--- config.mk ---
export PLATFORM = sky130hd
export DESIGN_NAME = uiem_top
export DESIGN_NICKNAME = d
export VERILOG_FILES = /design/src/logic/uiem_pkg.sv /design/src/logic/uiem_flag_bank.sv /design/src/logic/uiem_top.sv
export SDC_FILE = /design/constraint.sdc
export NUM_CORES = 1
export LEC_CHECK = 0
export BUFFER_PORTS_ARGS = -buffer_cell sky130_fd_sc_hd__buf_2
export CORE_ASPECT_RATIO = 1.5
export CORE_MARGIN = 2
export CORE_UTILIZATION = 45
export CTS_BUF_LIST = sky130_fd_sc_hd__clkbuf_8
export DETAILED_ROUTE_END_ITERATION = 6
export GPL_ROUTABILITY_DRIVEN = 0
export GPL_TIMING_DRIVEN = 0
export PLACE_DENSITY_LB_ADDON = 0.3
export SLEW_MARGIN = 10
export SYNTH_ARGS = -nofsm -noshare
export SYNTH_HDL_FRONTEND = slang
export SYNTH_HIERARCHICAL = 1
export SYNTH_SLANG_ARGS = --single-unit
--- constraint.sdc ---
create_clock -name clk_sys -period 2.3 [get_ports clk_sys]
set_input_delay 0.115 -clock clk_sys [delete_from_list [all_inputs] [get_ports clk_sys]]
set_output_delay 0.115 -clock clk_sys [all_outputs]
set_load 0.01 [all_outputs]
--- src/logic/uiem_pkg.sv ---
// Constants for the USB interrupt enable mask block
package uiem_pkg;
    // ==========================================================
    // Register byte offsets
    localparam logic [7:0] UIEM_OFF_STATUS = 8'h00;
    localparam logic [7:0] UIEM_OFF_ENABLE = 8'h04;
    localparam logic [7:0] UIEM_OFF_ROLE = 8'h08;
    // ==========================================================
    // Field positions, shared by status and enable; UIEM_BIT_HOST is the role register bit
    localparam int UIEM_BIT_RESET_UNPLUG = 0;
    localparam int UIEM_BIT_ERROR = 1;
    localparam int UIEM_BIT_FRAME = 2;
    localparam int UIEM_BIT_TOKEN = 3;
    localparam int UIEM_BIT_IDLE = 4;
    localparam int UIEM_BIT_RESUME = 5;
    localparam int UIEM_BIT_ATTACH = 6;
    localparam int UIEM_BIT_STALL = 7;
    localparam int UIEM_BIT_HOST = 0;
    localparam int UIEM_NUM_EVT = 8;
    // ==========================================================
    // Reset values
    localparam logic [7:0] UIEM_RST_ENABLE = 8'h00;
    localparam logic [7:0] UIEM_RST_STATUS = 8'h00;
    localparam logic UIEM_RST_HOST = 1'b0;
    // ==========================================================
    // Bus answers
    localparam logic [1:0] UIEM_RESP_OKAY = 2'h0;
    localparam logic [1:0] UIEM_RESP_SLVERR = 2'h2;
    typedef enum {UIEM_IDLE, UIEM_BUSY} uiem_bus_e;
endpackage

--- src/logic/uiem_flag_bank.sv ---
// Sticky event flags with write-one-to-clear
`timescale 1ns/1ps
module uiem_flag_bank
    import uiem_pkg::*;
#(
    parameter int WIDTH = 8
) (
    input wire logic clk_sys, // System clock
    input wire logic rst, // Sync reset, high
    input wire logic ce, // Clock enable
    input wire logic [WIDTH-1:0] set_vec, // Event pulses
    input wire logic [WIDTH-1:0] clr_vec, // Clear requests
    output logic [WIDTH-1:0] flag_reg // Sticky flags
);
    // ==========================================================
    // Per-bit flags
    genvar i;
    generate
        for (i = 0; i < WIDTH; i++) begin : g_flag
            // Set beats clear so no event is lost
            always_ff @(posedge clk_sys) begin
                if (rst) begin
                    flag_reg[i] <= UIEM_RST_STATUS[i];
                end else if (ce) begin
                    if (set_vec[i]) begin
                        flag_reg[i] <= 1'b1;
                    end else if (clr_vec[i]) begin
                        flag_reg[i] <= 1'b0;
                    end
                end
            end
        end
    endgenerate
endmodule

--- src/logic/uiem_top.sv ---
// USB interrupt enable mask with AXI4-Lite register access
//
// Implementation choices: the register addresses and the AXI4-Lite interface to the registers.
`timescale 1ns/1ps
module uiem_top
    import uiem_pkg::*;
#(
    parameter int ADDR_W = 8
) (
    input wire logic clk_sys, // System clock, 40 MHz
    input wire logic rst, // Sync reset, high
    input wire logic ce, // Clock enable, freezes all
    input wire logic evt_stall, // Stall handshake sent
    input wire logic evt_attach, // Peripheral attached
    input wire logic evt_resume, // Resume signalling seen
    input wire logic evt_idle, // Bus idle detected
    input wire logic evt_token_done, // Token processing done
    input wire logic evt_frame_start, // Start-of-frame
    input wire logic evt_error_summary, // Unmasked error present
    input wire logic evt_bus_reset, // Bus reset, peripheral
    input wire logic evt_unplug, // Detach, host
    input wire logic [ADDR_W-1:0] s_axi_awaddr, // Write address
    input wire logic [2:0] s_axi_awprot, // Unused protection
    input wire logic s_axi_awvalid, // Write address valid
    output logic s_axi_awready, // Write address ready
    input wire logic [31:0] s_axi_wdata, // Write data
    input wire logic [3:0] s_axi_wstrb, // Write strobes
    input wire logic s_axi_wvalid, // Write data valid
    output logic s_axi_wready, // Write data ready
    output logic [1:0] s_axi_bresp, // Write response
    output logic s_axi_bvalid, // Write response valid
    input wire logic s_axi_bready, // Write response ready
    input wire logic [ADDR_W-1:0] s_axi_araddr, // Read address
    input wire logic [2:0] s_axi_arprot, // Unused protection
    input wire logic s_axi_arvalid, // Read address valid
    output logic s_axi_arready, // Read address ready
    output logic [31:0] s_axi_rdata, // Read data
    output logic [1:0] s_axi_rresp, // Read response
    output logic s_axi_rvalid, // Read data valid
    input wire logic s_axi_rready, // Read data ready
    output logic usb_irq // Interrupt request, level
);
    // ==========================================================
    // Declarations
    localparam int N = UIEM_NUM_EVT;
    uiem_bus_e wr_state_reg;
    uiem_bus_e rd_state_reg;
    logic aw_held_reg;
    logic w_held_reg;
    logic [ADDR_W-1:0] aw_addr_reg;
    logic [31:0] w_data_reg;
    logic [3:0] w_strb_reg;
    logic [N-1:0] usb_interrupt_enable_reg;
    logic host_role_reg;
    logic [N-1:0] flag_reg;
    logic [N-1:0] set_vec;
    logic [N-1:0] clr_vec;
    logic [N-1:0] eff_en;
    logic irq_next;
    logic do_wr;
    logic wr_hit_status;
    logic wr_hit_enable;
    logic wr_hit_role;
    logic wr_mapped;
    logic [31:0] rd_value;
    logic rd_mapped;

    // ==========================================================
    // Event capture
    // bit 0 source follows role
    always_comb begin
        set_vec = '0;
        set_vec[UIEM_BIT_STALL] = evt_stall;
        set_vec[UIEM_BIT_ATTACH] = evt_attach;
        set_vec[UIEM_BIT_RESUME] = evt_resume;
        set_vec[UIEM_BIT_IDLE] = evt_idle;
        set_vec[UIEM_BIT_TOKEN] = evt_token_done;
        set_vec[UIEM_BIT_FRAME] = evt_frame_start;
        set_vec[UIEM_BIT_ERROR] = evt_error_summary;
        set_vec[UIEM_BIT_RESET_UNPLUG] =
            host_role_reg ? evt_unplug : evt_bus_reset;
    end

    // clear by ones in a word write
    assign clr_vec = (do_wr && wr_hit_status && w_strb_reg[0]) ?
        w_data_reg[N-1:0] : '0;

    uiem_flag_bank #(
        .WIDTH(N)
    ) u_flags (
        .clk_sys(clk_sys),
        .rst(rst),
        .ce(ce),
        .set_vec(set_vec),
        .clr_vec(clr_vec),
        .flag_reg(flag_reg)
    );

    // ==========================================================
    // Enable gating
    // attach enable only in host role
    always_comb begin
        eff_en = usb_interrupt_enable_reg;
        if (!host_role_reg) begin
            eff_en[UIEM_BIT_ATTACH] = 1'b0;
        end
    end

    assign irq_next = |(flag_reg & eff_en);

    always_ff @(posedge clk_sys) begin
        if (rst) begin
            usb_irq <= 1'b0;
        end else if (ce) begin
            usb_irq <= irq_next;
        end
    end

    // ==========================================================
    // Write channel
    assign do_wr = aw_held_reg && w_held_reg &&
        (wr_state_reg == UIEM_IDLE);
    assign wr_hit_status =
        aw_addr_reg[ADDR_W-1:2] == UIEM_OFF_STATUS[ADDR_W-1:2];
    assign wr_hit_enable =
        aw_addr_reg[ADDR_W-1:2] == UIEM_OFF_ENABLE[ADDR_W-1:2];
    assign wr_hit_role =
        aw_addr_reg[ADDR_W-1:2] == UIEM_OFF_ROLE[ADDR_W-1:2];
    assign wr_mapped = wr_hit_status || wr_hit_enable || wr_hit_role;

    // Address and data may arrive in either order
    always_ff @(posedge clk_sys) begin
        if (rst) begin
            aw_held_reg <= 1'b0;
            w_held_reg <= 1'b0;
            s_axi_awready <= 1'b1;
            s_axi_wready <= 1'b1;
            aw_addr_reg <= '0;
            w_data_reg <= '0;
            w_strb_reg <= '0;
        end else if (ce) begin
            if (s_axi_awvalid && s_axi_awready) begin
                aw_held_reg <= 1'b1;
                aw_addr_reg <= s_axi_awaddr;
                s_axi_awready <= 1'b0;
            end
            if (s_axi_wvalid && s_axi_wready) begin
                w_held_reg <= 1'b1;
                w_data_reg <= s_axi_wdata;
                w_strb_reg <= s_axi_wstrb;
                s_axi_wready <= 1'b0;
            end
            if (do_wr) begin
                aw_held_reg <= 1'b0;
                w_held_reg <= 1'b0;
            end
            if (s_axi_bvalid && s_axi_bready) begin
                s_axi_awready <= 1'b1;
                s_axi_wready <= 1'b1;
            end
        end
    end

    always_ff @(posedge clk_sys) begin
        if (rst) begin
            wr_state_reg <= UIEM_IDLE;
            s_axi_bvalid <= 1'b0;
            s_axi_bresp <= UIEM_RESP_OKAY;
        end else if (ce) begin
            case (wr_state_reg)
                UIEM_IDLE: begin
                    if (do_wr) begin
                        s_axi_bvalid <= 1'b1;
                        s_axi_bresp <= wr_mapped ?
                            UIEM_RESP_OKAY : UIEM_RESP_SLVERR;
                        wr_state_reg <= UIEM_BUSY;
                    end
                end
                UIEM_BUSY: begin
                    if (s_axi_bready) begin
                        s_axi_bvalid <= 1'b0;
                        wr_state_reg <= UIEM_IDLE;
                    end
                end
                default: begin
                    s_axi_bvalid <= 1'b0;
                    wr_state_reg <= UIEM_IDLE;
                end
            endcase
        end
    end

    // ==========================================================
    // Enable and role registers
    // eight bits, upper three bytes dropped
    always_ff @(posedge clk_sys) begin
        if (rst) begin
            usb_interrupt_enable_reg <= UIEM_RST_ENABLE;
        end else if (ce && do_wr && wr_hit_enable && w_strb_reg[0]) begin
            usb_interrupt_enable_reg <= w_data_reg[N-1:0];
        end
    end

    always_ff @(posedge clk_sys) begin
        if (rst) begin
            host_role_reg <= UIEM_RST_HOST;
        end else if (ce && do_wr && wr_hit_role && w_strb_reg[0]) begin
            host_role_reg <= w_data_reg[UIEM_BIT_HOST];
        end
    end

    // ==========================================================
    // Read channel
    // unimplemented bits read zero
    always_comb begin
        rd_value = '0;
        rd_mapped = 1'b1;
        if (s_axi_araddr[ADDR_W-1:2] ==
                UIEM_OFF_STATUS[ADDR_W-1:2]) begin
            rd_value[N-1:0] = flag_reg;
        end else if (s_axi_araddr[ADDR_W-1:2] ==
                UIEM_OFF_ENABLE[ADDR_W-1:2]) begin
            rd_value[N-1:0] = usb_interrupt_enable_reg;
        end else if (s_axi_araddr[ADDR_W-1:2] ==
                UIEM_OFF_ROLE[ADDR_W-1:2]) begin
            rd_value[UIEM_BIT_HOST] = host_role_reg;
        end else begin
            rd_mapped = 1'b0;
        end
    end

    always_ff @(posedge clk_sys) begin
        if (rst) begin
            rd_state_reg <= UIEM_IDLE;
            s_axi_arready <= 1'b1;
            s_axi_rvalid <= 1'b0;
            s_axi_rdata <= '0;
            s_axi_rresp <= UIEM_RESP_OKAY;
        end else if (ce) begin
            case (rd_state_reg)
                UIEM_IDLE: begin
                    if (s_axi_arvalid) begin
                        s_axi_arready <= 1'b0;
                        s_axi_rvalid <= 1'b1;
                        s_axi_rdata <= rd_value;
                        s_axi_rresp <= rd_mapped ?
                            UIEM_RESP_OKAY : UIEM_RESP_SLVERR;
                        rd_state_reg <= UIEM_BUSY;
                    end
                end
                UIEM_BUSY: begin
                    if (s_axi_rready) begin
                        s_axi_rvalid <= 1'b0;
                        s_axi_arready <= 1'b1;
                        rd_state_reg <= UIEM_IDLE;
                    end
                end
                default: begin
                    s_axi_rvalid <= 1'b0;
                    s_axi_arready <= 1'b1;
                    rd_state_reg <= UIEM_IDLE;
                end
            endcase
        end
    end
endmodule
==> results of run 1 <==
[metal layers]
| metal | wire, um | GRT usage [%] | vias up |
|---|---|---|---|
| li1 | - | - | 1056 |
| met1 | 2020 | 19.7 | 891 |
| met2 | 2780 | 34.6 | 63 |
| met3 | 299 | 4.57 | 10 |
| met4 | 138 | 7.79 | 0 |
| met5 | 0 | 0 | - |
[cells in the mapped netlist, types with 2 or more instances]
library cell  count
a21bo_1           8
a31oi_1           2
and2_1            8
nor2_1           20
a311oi_1          9
buf_4            26
dfxtp_1          50
nand2b_1         18
nor3_1            2
nand2_1          39
mux2i_1          16
nor4_2            2
a21oi_1          22
nand3_1          17
and3_1            2
clkbuf_1         11
[power groups by stage]
| stage | logic [W] | registers [W] | clock network, W |
|---|---|---|---|
| 2_1_floorplan | 0.000168 | 0.000954 | 0 |
| 3_3_place_gp | 0.000246 | 0.000955 | 0 |
| 3_5_place_dp | 0.000250 | 0.000956 | 0 |
| 4_1_cts | 0.000251 | 0.000936 | 0.000526 |
| 5_1_grt | 0.000279 | 0.000941 | 0.000565 |
| 6_report | 0.000250 | 0.000936 | 0.000513 |
[layout make-up]
cell class                 instances  area [sq um]  share of cell area, %
multi-input combinational        207          1200                   41.2
buffer                            41           272                   9.33
tap                               68          85.1                   2.92
clock buffer                       6          82.6                   2.84
sequential                        50          1000                   34.4
clock inverter                     2          8.76                  0.301
timing repair buffer              52           260                   8.95
[worst max-delay path: stages, from the launching register on]
cell,delay [ns]
dfxtp_1,0.32
or4_4,0.58
nor4_2,0.53
and2_1,0.22
a21bo_1,0.11
a21oi_1,0.06
[through the flow]
stage	area, sq um	instances
global route	2910	426
CTS	2910	426
floorplan	2470	298
detailed placement	2820	418
global placement	2820	418
finish	2910	426
[cell families (layout without fill, tap and decap cells)]
group                  after synthesis  after routing
AO/OA/AOI/OAI                       48             48
multiplexers                        17             17
other                                1             26
AND/OR/NAND/NOR                    116            116
buffers and inverters               41            101
flip-flops                          50             50
[worst paths after layout]
check | startpoint | endpoint | slack [ns] | depth (start not counted)
max | aw_addr_reg[5] | u_flags/flag_reg[6] | 0.35 | 5
min | s_axi_awaddr[5] | aw_addr_reg[5] | 0.04 | 3
max reg2reg | aw_addr_reg[5] | u_flags/flag_reg[6] | 0.35 | 5
min reg2reg | w_strb_reg[0] | w_strb_reg[0] | 0.47 | 2
==> summary.txt, run 1 <==
Synthesis
  • Post-synth top area share: 42.1%
  • Post-Synthesis Cell Area: 2380 sq um
  • Syn Area/Cell: 8.71 sq um
  • Xor and xnor area share after synthesis: 0%
  • EDFF count, synth: 0
  • Register area share after synthesis: 42.1%
  • Cells after synthesis: between 200 and 300
  • Compound-Gate Fraction of Synth Area: 14.3%
  • Top cells by area, synth: dfxtp_1 (42%), buf_4 (8.2%), mux2i_1 (6.7%)
  • Largest family of logic cells by synthesized area: simple AND/OR/NAND/NOR gates
  • Synth Area in Adders: 0%
  • Simple logic cell fraction of the synthesized area: 24.9%
  • FF+latch count, synth: 50
  • Mux cell area share after synthesis: 7.21%
  • Ys Warns: 6
  • Synth area leader: dfxtp_1
  • Synth cell types: 37
  • Top FF cell, synth: dfxtp_1
  • Post-synthesis async set-or-reset flop share: 0%

Timing
  • Final setup margin: 0.350 ns
  • Least-Margin Pin Slew: 0.588 ns
  • Hold Vio Cnt, Final: 0
  • RSZ-0062 raised after global routing: no
  • Final Max Tran Viols: 0
  • Hold WS: ~0.042 ns
  • Setup violators final: 0
  • Period utilization: 84.8%
  • Slew margin rel.: 60.5%
  • Min cycle time layout: 1.95 ns
  • Skew final: 0.00233 ns
  • Setup TNS: 0 ns
  • Max frequency: 0.513 GHz

Run
  • Max-cap violations: 0

Setup path
  • Data required time of the critical path: 2.48 ns
  • Max FO, Critical Path: 8
  • Crit end category: flop
  • Critical Path Start Type: flop
  • Critical path class: reg -> reg
  • Arrival @ worst endpoint: 2.13 ns

Detailed routing
  • Routed Antenna Nets: 0
  • Drt via density: 4.74
  • Initial DRT Pass Iterations: 4
  • WL per Instance: 12.3 um
  • Initial drt markers: 57
  • Total wire length: 5240 um
  • DRC violations left: 0
  • DR vias: between 2,000 and 2,500

GRT
  • Initial antenna violation count: 0
  • Largest net degree at the start of global routing: 15
  • Vias in the first global route: roughly 1,900
  • First-pass GRT wire length: approximately 8500 um
  • Global-route usage over all layers: 18.6%
  • Grt ovf: 0

Floorplan
  • Die Footprint: 5900 sq um
  • Die H: 93.0 um
  • Die width: 63.4 um
  • I/O pin cnt: approximately 120
  • Effective utilization at floorplan: ~46%
  • Site Rows: 32
  • Core Area: a little over 5000 sq um

Pwr
  • Net Switching: between 0.0004 and 0.0005 W
  • Internal: 0.00127 W
  • Sw frac: roughly a quarter
  • Power per Cell Area: between 500 and 600 nW/um^2
  • Sequential Power Share: 55.1%
  • Static Leak: 1.30 nW
  • Clock Power Share: 30.2%
  • Pwr Total: 0.00170 W
  • Comb pwr share: 14.7%
  • VDD IR max: between 0.0004 and 0.0005 V

CTS
  • Post-CTS Setup Inserts: 0
  • Clock Root Buffer: clkbuf_8
  • CTS tree: done
  • Clock latency on the worst-skew pair: 0.30 ns
  • Clock sinks: 50
  • Total CTS buffers: 5
  • CTS clk-pin slew, worst paths: 0.08 ns
  • Longest Clk Path Bufs: 2
  • Resize count post-CTS: 0
  • CTS H-tree depth: 2
  • Post-CTS Hold Buffers: 0

Place
  • Pre-CTS setup slack: 0.377 ns
  • PortBufs: 52
  • DP HPWL: approximately 4200 um

Outcome
  • Status: completed

Cells and area
  • Final #Nets: 432
  • Most frequent cells in the layout: buf_2 (53), dfxtp_1 (50), nand2_1 (39), buf_4 (26), conb_1 (26)
  • # diodes: 0
  • Most common cell after layout, fill and taps aside: buf_2
  • Syn-to-layout area delta: 22.3%
  • Util after Layout: 56.8%
  • # fillers: between 400 and 500
  • Share of cells above drive strength 1: 26.0%

Worst hold path
  • Worst min path class: in -> reg
Note: power is estimated with default switching activity, not from simulation.
==> inputs of run 2 (changes only) <==
==> constraint.sdc (replaced) <==
create_clock -name clk_sys -period 2 [get_ports clk_sys]
set_input_delay 0.1 -clock clk_sys [delete_from_list [all_inputs] [get_ports clk_sys]]
set_output_delay 0.1 -clock clk_sys [all_outputs]
set_load 0.01 [all_outputs]
==> run 2 against run 1 <==
Net effect: via count unchanged; critical path depth unchanged; sequential cell count unchanged; combinational power increased by 16%; utilization increased by 0.17 points; die area unchanged; clock power increased by 15%; maximum frequency increased by 8.7%; hold slack got worse by 0.014 ns; setup slack got worse by 0.14 ns; global-route usage unchanged; clock skew about the same; largest cell class unchanged; largest power group unchanged.
==> summary.txt, run 2 (same netlist as run 1, synthesis figures left out) <==
Pwr
  • VDD IR max: 0.000543 V (+16%)
  • Pwr Total: 0.00196 W (+15%)
  • Comb pwr share: 14.7% (about the same)
  • Net Switching: 0.000501 W (+15%)
  • Clock Power Share: 30.2% (about the same)
  • Sequential Power Share: 55.1% (about the same)
  • Static Leak: 1.30 nW (about the same)
  • Power per Cell Area: 671 nW/um^2 (+15%)
  • Internal: 0.00146 W (+15%)
  • Sw frac: 25.6% (+0.079 points)

Detailed routing
  • Routed Antenna Nets: 0 (unchanged)
  • Total wire length: 5250 um (+0.17%)
  • DRC violations left: 0 (unchanged)
  • Initial drt markers: 53 (-7.0%)
  • Initial DRT Pass Iterations: 4 (unchanged)
  • DR vias: 2,020 (unchanged)
  • WL per Instance: 12.3 um (+0.17%)
  • Drt via density: 4.74 (unchanged)

Run
  • Max-cap violations: 0 (unchanged)

Cells and area
  • Non-Filler Instances: 426 (unchanged)
  • # diodes: 0 (unchanged)
  • Share of cells above drive strength 1: 26.0% (unchanged)
  • Most common cell after layout, fill and taps aside: buf_2
  • Syn-to-layout area delta: 22.7%
  • Util after Layout: 56.9% (+0.17 points)
  • Most frequent cells in the layout: buf_2 (53), dfxtp_1 (50), nand2_1 (39), buf_4 (26), conb_1 (26)
  • Final #Nets: 432 (unchanged)

Setup path
  • Data required time of the critical path: 2.18 ns (-0.30 ns)
  • Critical Path Start Type: flop
  • Max FO, Critical Path: 8 (unchanged)
  • Arrival @ worst endpoint: 1.97 ns (-0.16 ns)
  • Critical path class: reg -> reg
  • Crit end category: flop

Timing
  • Final setup margin: 0.206 ns (-0.144 ns)
  • Final Max Tran Viols: 0 (unchanged)
  • Least-Margin Pin Slew: 0.570 ns (-0.0178 ns)
  • Setup TNS: 0 ns (unchanged)
  • Slew margin rel.: 61.7% (+1.2 points)
  • Max frequency: 0.557 GHz (+8.7%)
  • Skew final: 0.00192 ns (-0.000415 ns)
  • Hold Vio Cnt, Final: 0 (unchanged)
  • Setup violators final: 0 (unchanged)
  • Period utilization: 89.7% (+4.9 points)
  • RSZ-0062 raised after global routing: no
  • Min cycle time layout: 1.79 ns (-0.156 ns)

Floorplan
  • Die H: 93.0 um (unchanged)
  • I/O pin cnt: 117 (unchanged)
  • Site Rows: 32 (unchanged)
  • Die Footprint: 5900 sq um (unchanged)
  • Effective utilization at floorplan: 46.4% (unchanged)
  • Core Area: 5120 sq um (unchanged)
  • Die width: 63.4 um (unchanged)

GRT
  • Grt ovf: 0 (unchanged)
  • Global-route usage over all layers: 18.6% (unchanged)
  • Initial antenna violation count: 0 (unchanged)
  • First-pass GRT wire length: 8510 um (unchanged)
  • Largest net degree at the start of global routing: 15 (unchanged)
  • Vias in the first global route: 1,867 (unchanged)

CTS
  • Post-CTS Hold Buffers: 0 (unchanged)
  • Clock latency on the worst-skew pair: 0.30 ns (about the same)
  • CTS tree: done
  • Clock Root Buffer: clkbuf_8
  • Total CTS buffers: 5 (unchanged)
  • CTS clk-pin slew, worst paths: 0.08 ns (about the same)
  • Clock sinks: 50 (unchanged)
  • CTS H-tree depth: 2 (unchanged)
  • Longest Clk Path Bufs: 2 (unchanged)

Place
  • PortBufs: 52 (unchanged)
  • DP HPWL: 4170 um (unchanged)
  • Pre-CTS setup slack: 0.0766 ns (-0.300 ns)
  • Placed cells: 418 (unchanged)

Outcome
  • Status: completed

Worst hold path
  • Worst min path class: in -> reg
-- run 2: layout make-up --
| class | count | area [sq um] |
|---|---|---|
| plain buffers | 41 | 272 |
| clock buffers | 6 | 82.6 |
| clock inverters | 2 | 8.76 |
| fillers | 497 | 2210 |
| multi-input cells | 207 | 1210 |
| flip-flops and latches | 50 | 1000 |
| well taps | 68 | 85.1 |
| repair buffers | 52 | 260 |
-- run 2: path summary, 6_finish.rpt --
path / slack (ns) / endpoint / cells past startpoint / start
setup / recovery: 0.21 / u_flags/flag_reg[6] / 5 / aw_addr_reg[5]
hold / removal: 0.03 / aw_addr_reg[5] / 3 / s_axi_awaddr[5]
setup reg to reg: 0.21 / u_flags/flag_reg[6] / 5 / aw_addr_reg[5]
hold reg to reg: 0.47 / w_strb_reg[0] / 2 / w_strb_reg[0]
-- run 2: per-stage QoR --
step | hold slack [ns] | instance area (sq um)
after floorplan | 0.236 | 2470
after global placement | 0.331 | 2820
after detailed placement | 0.338 | 2820
after CTS | 0.0244 | 2910
after global routing | 0.0190 | 2920
final | 0.0272 | 2920
-- run 2: repair_timing --
item	in CTS	in global routing
endpoints found under the setup margin	0	8
setup buffers	0	0
hold endpoints to repair	0	0
gates resized for setup	0	1
-- run 2: critical path, cell delays in order (launching register included) --
cell and delay, ns:
dfxtp_1 0.32, or4_4 0.58, nor4_4 0.40, and2_1 0.20, a21bo_1 0.11, a21oi_1 0.06
-- run 2: layer usage --
| metal | wire, um | up-vias | share of wire (%) | track usage [%] |
|---|---|---|---|---|
| met5 | 0 | - | 0 | 0 |
| met4 | 138 | 0 | 2.6 | 7.79 |
| met3 | 303 | 10 | 5.8 | 4.57 |
| met2 | 2790 | 62 | 53 | 34.6 |
| met1 | 2020 | 894 | 38 | 19.7 |
| li1 | - | 1054 | - | - |
-- run 2: power by group through the flow --
stage               clock network (W)  logic [W]  registers [W]
floorplan                           0   0.000193        0.00110
global placement                    0   0.000283        0.00110
detailed placement                  0   0.000288        0.00110
CTS                          0.000604   0.000288        0.00108
global route                 0.000650   0.000322        0.00108
finish                       0.000590   0.000289        0.00108
==> inputs of run 3 (changes only) <==
--- a/config.mk
+++ b/config.mk
@@ -8,8 +8,8 @@
 export BUFFER_PORTS_ARGS = -buffer_cell sky130_fd_sc_hd__buf_2
 export CORE_ASPECT_RATIO = 1.5
 export CORE_MARGIN = 2
-export CORE_UTILIZATION = 45
-export CTS_BUF_LIST = sky130_fd_sc_hd__clkbuf_8
+export CORE_UTILIZATION = 47
+export CTS_BUF_LIST = sky130_fd_sc_hd__clkbuf_4 sky130_fd_sc_hd__clkbuf_8
 export DETAILED_ROUTE_END_ITERATION = 6
 export GPL_ROUTABILITY_DRIVEN = 0
 export GPL_TIMING_DRIVEN = 0
==> run 3 against run 2 <==
Net effect: maximum frequency increased by 0.13%; utilization increased by 3.0 points; sequential cell count unchanged; critical path type unchanged.
==> summary.txt, run 3 (same netlist as run 1, synthesis figures left out) <==
Pwr
  • Sequential Power Share: 55.5% (+0.4 points)
  • Sw frac: 25.4% (-0.17 points)
  • Static Leak: 1.29 nW (-0.71%)
  • Net Switching: 0.000494 W (-1.4%)
  • Comb pwr share: 14.8% (about the same)
  • Internal: 0.00145 W (-0.49%)
  • VDD IR max: 0.000533 V (-1.8%)
  • Clock Power Share: 29.7% (-0.5 points)
  • Power per Cell Area: 668 nW/um^2 (-0.34%)

Floorplan
  • Die Footprint: 5660 sq um (-4.0%)
  • Die H: 91.1 um (-2.1%)
  • Effective utilization at floorplan: 49.1% (+2.6 points)
  • Core Area: 4850 sq um (-5.4%)
  • Die width: 62.1 um (-2.0%)
  • Site Rows: 31 (-3.1%)
  • I/O pin cnt: 117 (unchanged)

Setup path
  • Slowest cell on crit path: or4_4
  • Crit end category: flop
  • Cell depth of the worst flop-to-flop path: 5 (unchanged)
  • CP max stage delay: 0.59 ns (about the same)
  • Crit path buffers/inverters: 0 (unchanged)
  • Arrival @ worst endpoint: 1.97 ns (about the same)
  • Crit path cell chain: or4_4 > nor4_4 > and2_1 > a21bo_1 > a21oi_1
  • Data required time of the critical path: 2.18 ns (about the same)
  • Top Family by Delay on Critical Path: simple AND/OR/NAND/NOR gates
  • CP Depth: 5 (unchanged)
  • Max FO, Critical Path: 8 (unchanged)
  • Critical path class: reg -> reg
  • Critical Path Start Type: flop

Place
  • PortBufs: 52 (unchanged)
  • DP HPWL: 4100 um (-1.7%)
  • DP Area: 2820 sq um (about the same)

Timing
  • RSZ-0062 raised after global routing: no
  • Setup TNS: 0 ns (unchanged)
  • Final Max Tran Viols: 0 (unchanged)
  • Hold Vio Cnt, Final: 0 (unchanged)
  • Skew final: 0.00565 ns (+0.00373 ns)
  • Max frequency: 0.558 GHz (+0.13%)
  • Least-Margin Pin Slew: 0.626 ns (+0.0558 ns)
  • Setup violators final: 0 (unchanged)
  • Min cycle time layout: 1.79 ns (-0.00234 ns)
  • Period utilization: 89.6% (-0.12 points)
  • Slew margin rel.: 57.9% (-3.8 points)

Worst hold path
  • Hold path depth: 3 (unchanged)
  • Worst min path class: in -> reg

Detailed routing
  • Drt via density: 4.83 (+1.8%)
  • WL met3: 249 um (-18%)
  • Top sig layer: met4
  • Met2 routed wirelength: 2720 um (-2.4%)
  • Initial drt markers: 47 (-11%)
  • DRC violations left: 0 (unchanged)
  • Initial DRT Pass Iterations: 4 (unchanged)
  • DR vias: 2,037 (+0.84%)
  • Routed Antenna Nets: 0 (unchanged)
  • WL per Instance: 12.3 um (-0.51%)
  • Total wire length: 5170 um (-1.4%)
  • M1 wire length: 2020 um (+0.20%)

GRT
  • Global-route usage over all layers: 19.5% (+0.92 points)
  • Vias in the first global route: 1,839 (-1.5%)
  • Largest net degree at the start of global routing: 14 (-1)
  • Initial antenna violation count: 0 (unchanged)
  • Grt ovf: 0 (unchanged)
  • First-pass GRT wire length: 8290 um (-2.7%)

CTS
  • CTS tree: done
  • CTS clk-pin slew, worst paths: 0.08 ns (about the same)
  • Clock latency on the worst-skew pair: 0.30 ns (about the same)
  • Longest Clk Path Bufs: 2 (unchanged)
  • Total CTS buffers: 5 (unchanged)
  • Post-CTS Setup Inserts: 0 (unchanged)
  • Clock Root Buffer: clkbuf_8
  • Clock sinks: 50 (unchanged)
  • CTS H-tree depth: 2 (unchanged)

Cells and area
  • # fillers: 446 (-10%)
  • Share of cells above drive strength 1: 25.8% (-0.13 points)
  • Most common cell after layout, fill and taps aside: buf_2
  • Syn-to-layout area delta: 22.2%
  • Cell area after layout: 2910 sq um (-0.39%)
  • # diodes: 0 (unchanged)
  • Most frequent cells in the layout: buf_2 (53), dfxtp_1 (50), nand2_1 (39), buf_4 (26), conb_1 (26)
  • Final #Nets: 432 (unchanged)

Outcome
  • Status: completed

Run
  • Max-cap violations: 0 (unchanged)
==> run 3: layout make-up <==
cell class	instances	area, sq um	share of cell area [%]
Clock buffer	6	82.6	2.84
Multi-Input combinational cell	207	1210	41.6
Timing Repair Buffer	52	260	8.95
Sequential cell	50	1000	34.4
Tap cell	66	82.6	2.84
Buffer	41	272	9.34
==> run 3: worst paths after layout <==
check	start	end	slack, ns
worst max register to register	aw_addr_reg[5]	u_flags/flag_reg[2]	0.21
worst min-delay path	s_axi_wstrb[0]	w_strb_reg[0]	0.03
worst min register to register	w_strb_reg[0]	w_strb_reg[0]	0.46
worst max-delay path	aw_addr_reg[5]	u_flags/flag_reg[2]	0.21
==> run 3: power by group through the flow <==
stage               clock network [W]  registers (W)  logic (W)
floorplan                           0        0.00110   0.000193
global placement                    0        0.00110   0.000282
detailed placement                  0        0.00110   0.000286
CTS                          0.000591        0.00108   0.000287
global route                 0.000633        0.00108   0.000324
finish                       0.000576        0.00108   0.000288
==> run 3: through the flow <==
| step | utilization [%] | total power [W] | setup WS (ns) | std cells | hold slack [ns] |
|---|---|---|---|---|---|
| finish | 59.9 | 0.00194 | 0.208 | 422 | 0.0291 |
| CTS | 59.8 | 0.00195 | 0.0442 | 422 | 0.0204 |
| global route | 59.9 | 0.00204 | 0.0628 | 422 | 0.0167 |
| detailed placement | 58.1 | 0.00139 | 0.0671 | 416 | 0.340 |
| global placement | 58.1 | 0.00138 | 0.101 | 416 | 0.330 |
| floorplan | - | 0.00129 | 0.324 | 298 | 0.236 |
==> run 3: routing by layer <==
metal | GRT usage (%) | up-vias
met1 | 21.4 | 903
met4 | 8.87 | 0
met3 | 4.70 | 17
met2 | 33.6 | 65
met5 | 0 | -
li1 | - | 1052
==> run 3: worst register-to-register path: cells and delay by family, from the launching register on <==
| family | cells | cell delay [ns] |
|---|---|---|
| AO/OA/AOI/OAI | 2 | 0.18 |
| flip-flops | 1 | 0.32 |
| AND/OR/NAND/NOR | 3 | 1.18 |
==> run 3: timing repair <==
| action | CTS | global route |
|---|---|---|
| resized for setup | 0 | 1 |
| hold buffers | 0 | 0 |
| setup endpoints to repair | 0 | 8 |
